===== src/verilog/mai_consts.vh =====
// Constants for the multidrop address interrogation block
// Functional notes
// From wait-for-address the selector goes to exactly one of unselected, single, multi/broadcast or interrogation; the code stays in wait on F0/F1 hex.
// After any reset or return-to-wait, Capture-IR loads the pattern with 01 in its two low bits.
// An interrogation opcode 3A hex in the instruction register is copied to the address register at Update-IR.
// While interrogating, each later Capture-IR loads the inverted slot address instead of the normal pattern.
// Interrogation ones are driven weakly and zeros strongly so the shared line forms a wired-AND.
// The inverted address shifts out least significant bit first, in step with the opcode shifting in.
// Each driven bit is compared with the level seen on the shared line and a mismatch is a compare error.
// A clean address shift releases the output and enters wait-for-reset at Update-IR.
// A compare error stops the address shift, releases the output and enters wait-for-next-interrogation.
// Wait-for-next-interrogation retries on the next Shift-IR if the last instruction was 3A hex.
// Any other instruction during interrogation returns the selector to wait-for-address.
// The test master repeats 3A hex scans until it reads all ones.
// No bridge is given slot address zero.
// Wait-for-reset is left only by test reset, five TMS-high clocks or the soft-reset command.
// The line level for the compare is sampled on the same test clock edge that shifts the next bit.
`ifndef MAI_CONSTS_VH
`define MAI_CONSTS_VH
`define MAI_IR_W 8
`define MAI_ADDR_W 7
`define MAI_INTERROG_OP 8'h3a
`define MAI_CAPTURE_PAT 8'h01
`define MAI_SOFT_RESET_OP 8'hf0
`define MAI_RETURN_WAIT_OP 8'hf1
`define MAI_BCAST_OP 8'h3f
`define MAI_MCAST_BASE 8'h3b
`define MAI_MCAST_LAST 8'h3e
`define MAI_SYNC_W 5
`endif


===== src/verilog/mai_sync.v =====
// Two-flop synchronisers for the link inputs
`timescale 1ns/1ps
module mai_sync #(
	parameter W = 1
) (
	// Clock and reset
	input wire mclk,
	input wire rst_n,
	// Data
	input wire [W-1:0] d,
	output wire [W-1:0] q
);
	genvar i;
	generate
		for (i = 0; i < W; i = i + 1)
		begin : g_bit
			reg s1_r;
			reg s2_r;
			always @(posedge mclk or negedge rst_n)
			begin
				if (!rst_n)
				begin
					s1_r <= 1'b0;
					s2_r <= 1'b0;
				end
				else
				begin
					s1_r <= d[i];
					s2_r <= s1_r;
				end
			end
			assign q[i] = s2_r;
		end
	endgenerate
endmodule // mai_sync


===== src/verilog/mai_interrogate.v =====
// Backplane TAP tracking, selection and address interrogation
`timescale 1ns/1ps
`include "mai_consts.vh"
module mai_interrogate #(
	parameter ADDR_W = `MAI_ADDR_W,
	parameter [7:0] SOFT_RESET_OP = `MAI_SOFT_RESET_OP,
	parameter [7:0] RETURN_WAIT_OP = `MAI_RETURN_WAIT_OP
) (
	// Clock and reset
	input wire mclk,
	input wire rst_n,
	// Backplane test port
	input wire tck,
	input wire tms,
	input wire tdi,
	input wire trst_n,
	input wire tdo_line,
	output reg tdo_out_r,
	output reg tdo_oe_r,
	output reg tdo_weak_r,
	// Slot address pins
	input wire [ADDR_W-1:0] slot_addr,
	// Status
	output reg [6:0] sel_state_r,
	output reg [7:0] ir_r,
	output reg [7:0] addr_reg_r
);
	// ----------------------------------------
	// Selection and TAP states
	// ----------------------------------------
	localparam [6:0] S_WAIT = 7'h01, S_UNSEL = 7'h02, S_SINGLE = 7'h04, S_MULTI = 7'h08;
	localparam [6:0] S_INTG = 7'h10, S_WFNI = 7'h20, S_WFR = 7'h40;
	localparam [15:0] T_TLR = 16'h0001, T_RTI = 16'h0002, T_SDRS = 16'h0004, T_CDR = 16'h0008;
	localparam [15:0] T_SDR = 16'h0010, T_E1DR = 16'h0020, T_PDR = 16'h0040, T_E2DR = 16'h0080;
	localparam [15:0] T_UDR = 16'h0100, T_SIRS = 16'h0200, T_CIR = 16'h0400, T_SIR = 16'h0800;
	localparam [15:0] T_E1IR = 16'h1000, T_PIR = 16'h2000, T_E2IR = 16'h4000, T_UIR = 16'h8000;

	// ----------------------------------------
	// Input synchronisation and edges
	// ----------------------------------------
	wire [`MAI_SYNC_W+ADDR_W-1:0] sync_q;
	wire tck_s;
	wire tms_s;
	wire tdi_s;
	wire trst_n_s;
	wire line_s;
	wire [ADDR_W-1:0] slot_s;
	reg tck_d_r;
	wire rise;
	wire fall;

	mai_sync #(
		.W(`MAI_SYNC_W + ADDR_W)
	) u_sync (
		.mclk(mclk),
		.rst_n(rst_n),
		.d({slot_addr, tdo_line, trst_n, tdi, tms, tck}),
		.q(sync_q)
	);

	assign tck_s = sync_q[0];
	assign tms_s = sync_q[1];
	assign tdi_s = sync_q[2];
	assign trst_n_s = sync_q[3];
	assign line_s = sync_q[4];
	assign slot_s = sync_q[`MAI_SYNC_W+ADDR_W-1:`MAI_SYNC_W];
	assign rise = tck_s & ~tck_d_r;
	assign fall = ~tck_s & tck_d_r;

	// ----------------------------------------
	// TAP controller
	// ----------------------------------------
	reg [15:0] tap_r;
	reg [15:0] tap_nxt;

	always @*
	begin
		case (tap_r)
			T_TLR: tap_nxt = tms_s ? T_TLR : T_RTI;
			T_RTI: tap_nxt = tms_s ? T_SDRS : T_RTI;
			T_SDRS: tap_nxt = tms_s ? T_SIRS : T_CDR;
			T_CDR: tap_nxt = tms_s ? T_E1DR : T_SDR;
			T_SDR: tap_nxt = tms_s ? T_E1DR : T_SDR;
			T_E1DR: tap_nxt = tms_s ? T_UDR : T_PDR;
			T_PDR: tap_nxt = tms_s ? T_E2DR : T_PDR;
			T_E2DR: tap_nxt = tms_s ? T_UDR : T_SDR;
			T_UDR: tap_nxt = tms_s ? T_SDRS : T_RTI;
			T_SIRS: tap_nxt = tms_s ? T_TLR : T_CIR;
			T_CIR: tap_nxt = tms_s ? T_E1IR : T_SIR;
			T_SIR: tap_nxt = tms_s ? T_E1IR : T_SIR;
			T_E1IR: tap_nxt = tms_s ? T_UIR : T_PIR;
			T_PIR: tap_nxt = tms_s ? T_E2IR : T_PIR;
			T_E2IR: tap_nxt = tms_s ? T_UIR : T_SIR;
			T_UIR: tap_nxt = tms_s ? T_SDRS : T_RTI;
			default: tap_nxt = T_TLR;
		endcase
	end

	// ----------------------------------------
	// Shift path, selection and interrogation
	// ----------------------------------------
	reg [7:0] shreg_r;
	reg drv_r;
	reg done_r;
	reg [3:0] cnt_r;
	wire enter_uir;
	wire tap_reset;
	wire miss;

	assign enter_uir = rise & (tap_nxt == T_UIR);
	assign tap_reset = ~trst_n_s | (tap_r == T_TLR);
	assign miss = line_s != tdo_out_r;

	always @(posedge mclk or negedge rst_n)
	begin
		if (!rst_n)
		begin
			tck_d_r <= 1'b0;
			tap_r <= T_TLR;
			sel_state_r <= S_WAIT;
			ir_r <= `MAI_CAPTURE_PAT;
			addr_reg_r <= 8'h00;
			shreg_r <= 8'h00;
			drv_r <= 1'b0;
			done_r <= 1'b0;
			cnt_r <= 4'h0;
			tdo_out_r <= 1'b1;
			tdo_oe_r <= 1'b0;
			tdo_weak_r <= 1'b0;
		end
		else
		begin
			tck_d_r <= tck_s;
			if (!trst_n_s)
				tap_r <= T_TLR;
			else if (rise)
				tap_r <= tap_nxt;
			if (tap_reset)
			begin
				sel_state_r <= S_WAIT;
				ir_r <= `MAI_CAPTURE_PAT;
				drv_r <= 1'b0;
				done_r <= 1'b0;
				tdo_oe_r <= 1'b0;
			end
			else if (rise && tap_r == T_CIR)
			begin
				cnt_r <= 4'h0;
				done_r <= 1'b0;
				if (sel_state_r == S_INTG)
				begin
					shreg_r <= {{(8-ADDR_W){1'b1}}, ~slot_s};
					drv_r <= 1'b1;
				end
				else
					shreg_r <= `MAI_CAPTURE_PAT;
			end
			else if (rise && tap_r == T_SIR)
			begin
				shreg_r <= {tdi_s, shreg_r[7:1]};
				if (drv_r && tdo_oe_r && miss)
				begin
					drv_r <= 1'b0;
					tdo_oe_r <= 1'b0;
					sel_state_r <= S_WFNI;
				end
				else if (drv_r && tdo_oe_r)
				begin
					cnt_r <= cnt_r + 4'h1;
					if (cnt_r == ADDR_W - 1)
					begin
						done_r <= 1'b1;
						drv_r <= 1'b0;
					end
				end
				if (enter_uir)
					tdo_oe_r <= 1'b0;
			end
			else if (enter_uir)
			begin
				tdo_oe_r <= 1'b0;
				drv_r <= 1'b0;
				if (sel_state_r != S_WFR || shreg_r == SOFT_RESET_OP)
					ir_r <= shreg_r;
				if (shreg_r == SOFT_RESET_OP)
					sel_state_r <= S_WAIT;
				else if (sel_state_r == S_WFR)
					sel_state_r <= S_WFR;
				else if (shreg_r == RETURN_WAIT_OP)
					sel_state_r <= S_WAIT;
				else if (sel_state_r == S_WAIT)
				begin
					if (shreg_r == `MAI_INTERROG_OP)
					begin
						sel_state_r <= S_INTG;
						addr_reg_r <= shreg_r;
					end
					else if (shreg_r == {{(8-ADDR_W){1'b0}}, slot_s})
						sel_state_r <= S_SINGLE;
					else if (shreg_r == `MAI_BCAST_OP ||
						(shreg_r >= `MAI_MCAST_BASE && shreg_r <= `MAI_MCAST_LAST))
						sel_state_r <= S_MULTI;
					else
						sel_state_r <= S_UNSEL;
				end
				else if (sel_state_r == S_INTG || sel_state_r == S_WFNI)
				begin
					if (shreg_r != `MAI_INTERROG_OP)
						sel_state_r <= S_WAIT;
					else if (sel_state_r == S_INTG && done_r)
						sel_state_r <= S_WFR;
					else
						sel_state_r <= S_INTG;
				end
			end
			else if (fall)
			begin
				if (tap_r == T_SIR && drv_r)
				begin
					tdo_oe_r <= 1'b1;
					tdo_out_r <= shreg_r[0];
					tdo_weak_r <= shreg_r[0];
				end
				else if (tap_r == T_SIR && sel_state_r == S_SINGLE)
				begin
					tdo_oe_r <= 1'b1;
					tdo_out_r <= shreg_r[0];
					tdo_weak_r <= 1'b0;
				end
				else
				begin
					tdo_oe_r <= 1'b0;
					tdo_out_r <= 1'b1;
					tdo_weak_r <= 1'b0;
				end
			end
		end
	end
endmodule // mai_interrogate


===== config.mk =====
export PLATFORM = sky130hd
export DESIGN_NAME = mai_interrogate
export DESIGN_NICKNAME = d
export VERILOG_FILES = /design/src/verilog/mai_sync.v /design/src/verilog/mai_interrogate.v
export VERILOG_INCLUDE_DIRS = /design/src /design/src/verilog
export SDC_FILE = /design/constraint.sdc
export NUM_CORES = 1
export LEC_CHECK = 0
export ABC_AREA = 1
export BUFFER_PORTS_ARGS = -buffer_cell sky130_fd_sc_hd__buf_4
export CORE_ASPECT_RATIO = 0.9
export CORE_MARGIN = 2
export CORE_UTILIZATION = 30
export DETAILED_ROUTE_END_ITERATION = 10
export HOLD_SLACK_MARGIN = 0.03
export MAX_ROUTING_LAYER = met4
export SLEW_MARGIN = 20
export SYNTH_ARGS = -nofsm -noshare
export SYNTH_HDL_FRONTEND = slang
export SYNTH_SLANG_ARGS = --single-unit

===== constraint.sdc =====
create_clock -name mclk -period 2.4 [get_ports mclk]
set_clock_uncertainty 0.2 [all_clocks]
set_input_delay 0.24 -clock mclk [delete_from_list [all_inputs] [get_ports mclk]]
set_output_delay 0.24 -clock mclk [all_outputs]
set_load 0.1 [all_outputs]

==> run metrics <==
clock tree from TritonCTS done; TritonCTS buffer count 9; final wirelength between 9 and 10 mm; data arrival time of the worst path approximately 2200 ps; final worst hold slack roughly 150 ps; TritonCTS sink count 81; total global routing track utilization 0.147; total negative setup slack 0 ps; post-synth net total around 530; series of cell instances along the critical path nor2_2, nand2_4, nor2_8, nand3_2, nor2_4, inv_2, nand2_2, nand2_4, nor2_4, inv_2, nand2_1, o21ai_1; die outline area ~15000 µm²; Synth area leaders dfrtp_1 46%, nand2_1 11%, inv_1 6.1%; register bit total from synthesis a little over 80; Final Max Tran Viols 0; Antenna Cells 0; Layout Nets 593; vertical extent of the die 116 µm; ANT nets after route 0; CTS HTree Levels 3; final-report setup violation count 0; top achievable clock speed around 0.46 GHz; Yosys top cell by area dfrtp_1; count of unique library cells instantiated by Yosys 39; sequential fraction of the synthesis area 0.484; horizontal die dimension around 130 µm; Worst IR Drop VDD between 0.3 and 0.4 mV; HPWL Detailed around 7.3 mm; Synth Instances 512; number of antenna violations at the first check in global routing 0; CTS max path bufs 2; crit-path leading delay family simple AND/OR/NAND/NOR gates; overall overflow remaining after global route 0; synthesized area per cell 8.20 µm²; finished layout cell area 5200 µm²; proportion of netlist area held by the largest area contributor 0.459; CP Buf/Inv Count 2; Netlist Area Pre-Place ~4200 µm²; gp weighted congestion 0.928; worst stage delay on the critical path approximately 400 ps; layout cells sized above 1 0.223; ratio of total power to cell area approximately 640 nW/µm²; worst hold path type flip-flop to flip-flop; DRT Pass-1 Iters 7; placed cell areas between 4000 and 5000 µm²; Std-Cell Core Area 13500 µm²; number of max-cap violations 0; number of cell rows 40; number of placed cells counting well taps just over 700; shortest period the worst path allows ~2200 ps; Period Utilization, post-route 0.913; category of the worst setup path launch point flip-flop; remaining max-slew budget at the tightest pin 0.465; worst-skew pair later-pin latency 340 ps; number of global-route vias before repair 3352; input/output buffers 39; area added between synthesis and finish 23.8%; Worst path slowest cell dfrtp_1; critical path startpoint tap_r[5]; highest net fanout along the worst path 12; CTS root buffer clkbuf_16; total setup buffers inserted after CTS 0; RSZ-0062 raised after global routing no; transition time at the pin with the least slew margin around 800 ps; Routed WL per cell between 10 and 15 µm; vias post-DR ~3500; clk slew on worst S/H paths about 60 ps; number of I/O pins 40; post-detailed-route via-to-cell ratio about 4.7; flop-to-flop setup slack ~210 ps; Critical Setup Path Class flip-flop to flip-flop; post-route non-filler standard cell count 750; wire length of the first global-routing pass between 15 and 20 mm; leakage power summed over all cells 2.55 nW; Crit. End Element flip-flop; outcome finished, final reports clean; Yosys Warn Count 0; pin count of the biggest net entering global routing 42; remaining design rule violation count 0; initial detailed-routing violation count 226; Starting Density 0.311; Hold Startpoint u_sync.g_bit[1].s1_r; endpoints failing hold 0; Reg2Reg Launch Point tap_r[5]; data required time at the worst endpoint about 2400 ps
==> placed cells by master, fill, tap and decap left out, types with 5 or more instances in the layout <==
cell | synthesis | layout
inv_1 | 68 | 68
nand2_4 | 4 | 5
o21ai_0 | 20 | 20
nand3_1 | 36 | 36
dlygate4sd3_1 | 0 | 13
buf_4 | 0 | 46
nor2_2 | 9 | 7
nor3_1 | 15 | 15
nand2_2 | 14 | 13
nand2_1 | 122 | 122
dfrtp_1 | 77 | 77
a21oi_1 | 12 | 12
o21ai_2 | 13 | 13
clkbuf_16 | 0 | 9
nor2_4 | 4 | 6
nor2_1 | 52 | 52
inv_2 | 8 | 8
a22oi_1 | 5 | 5
nand4_1 | 8 | 8
==> worst paths after layout <==
path | to | cells past startpoint
max in group asynchronous | sel_state_r[0] | 3
setup / recovery | cnt_r[1] | 12
setup reg to reg | cnt_r[1] | 12
hold reg to reg | u_sync.g_bit[1].s2_r | 0
hold / removal | u_sync.g_bit[1].s2_r | 0
min in group asynchronous | addr_reg_r[0] | 2
==> flip-flops by register name, indices dropped and copies added (netlist names), 4 cells and up <==
signal and cells:
tap_r 16, u_sync.g_bit.s1_r 12, u_sync.g_bit.s2_r 12, addr_reg_r 8, ir_r 8, shreg_r 8, sel_state_r 7, cnt_r 4
==> worst reg2reg max path: stages, from the launching register on <==
cell	delay, ps
dfrtp_1	400
nor2_2	210
nand2_4	130
nor2_8	210
nand3_2	150
nor2_4	150
inv_2	110
nand2_2	90
nand2_4	120
nor2_4	160
inv_2	50
nand2_1	50
o21ai_1	50
==> layout make-up <==
| cell class | count | area, µm² |
|---|---|---|
| Inverter | 77 | 292 |
| Clock inverter | 7 | 93.8 |
| Clock buffer | 9 | 225 |
| Multi-Input combinational cell | 348 | 1850 |
| Fill cell | 1369 | 8310 |
| Sequential cell | 81 | 2030 |
| Tap cell | 168 | 210 |
| Timing Repair Buffer | 60 | 495 |
==> cell usage after synthesis (all sizes together) <==
master     n
o2111ai    1
o221ai     1
dfrtp     77
o21ai     34
nand2    141
clkbuf     3
nand4      8
a31oi      1
o31ai      3
nor3      15
o22ai      4
xor2       3
nand3     40
ha         2
nor4       3
nor2      67
nor3b      2
o32ai      4
a21oi     13
inv       77
buf        3
o21a       1
a22oi      5
dfstp      4
==> stage by stage <==
step | power [mW] | utilization | worst slack (ps)
after floorplan | 1.77 | - | 92.4
after global placement | 1.88 | 0.350 | 227
after detailed placement | 1.88 | 0.350 | 129
after CTS | 3.40 | 0.384 | 127
after global routing | 3.50 | 0.385 | 9.61
final | 3.35 | 0.385 | 208
==> what timing repair did <==
| item | in CTS | in global routing |
|---|---|---|
| endpoints found under the setup margin | 0 | 5 |
| gates resized for setup | 0 | 3 |
| endpoints found under the hold margin | 49 | 0 |
| hold buffers | 13 | 0 |
==> kinds of logic (layout without fill, tap and decap cells) <==
| logic type | Yosys count | count (layout) | synth area share |
|---|---|---|---|
| XOR/XNOR | 3 | 3 | 0.00626 |
| adder cells (fa/ha/maj) | 2 | 2 | 0.00596 |
| flip-flops | 81 | 81 | 0.484 |
| buffers and inverters | 83 | 153 | 0.0787 |
| AO/OA/AOI/OAI | 67 | 67 | 0.108 |
| AND/OR/NAND/NOR | 276 | 276 | 0.317 |
==> routing by layer <==
| metal | GRT usage | up-vias | routed length, µm |
|---|---|---|---|
| met5 | - | - | 0 |
| met2 | 0.195 | 93 | 3960 |
| li1 | - | 1790 | - |
| met1 | 0.215 | 1633 | 5050 |
| met3 | 0.0279 | 14 | 604 |
| met4 | 0.0645 | 0 | 209 |
==> power breakdown <==
group / internal, mW / switching (mW)
sequential: 1.41 / 0.0303
clock: 0.910 / 0.561
combinational: 0.123 / 0.310
Note: power is estimated with default switching activity, not from simulation.
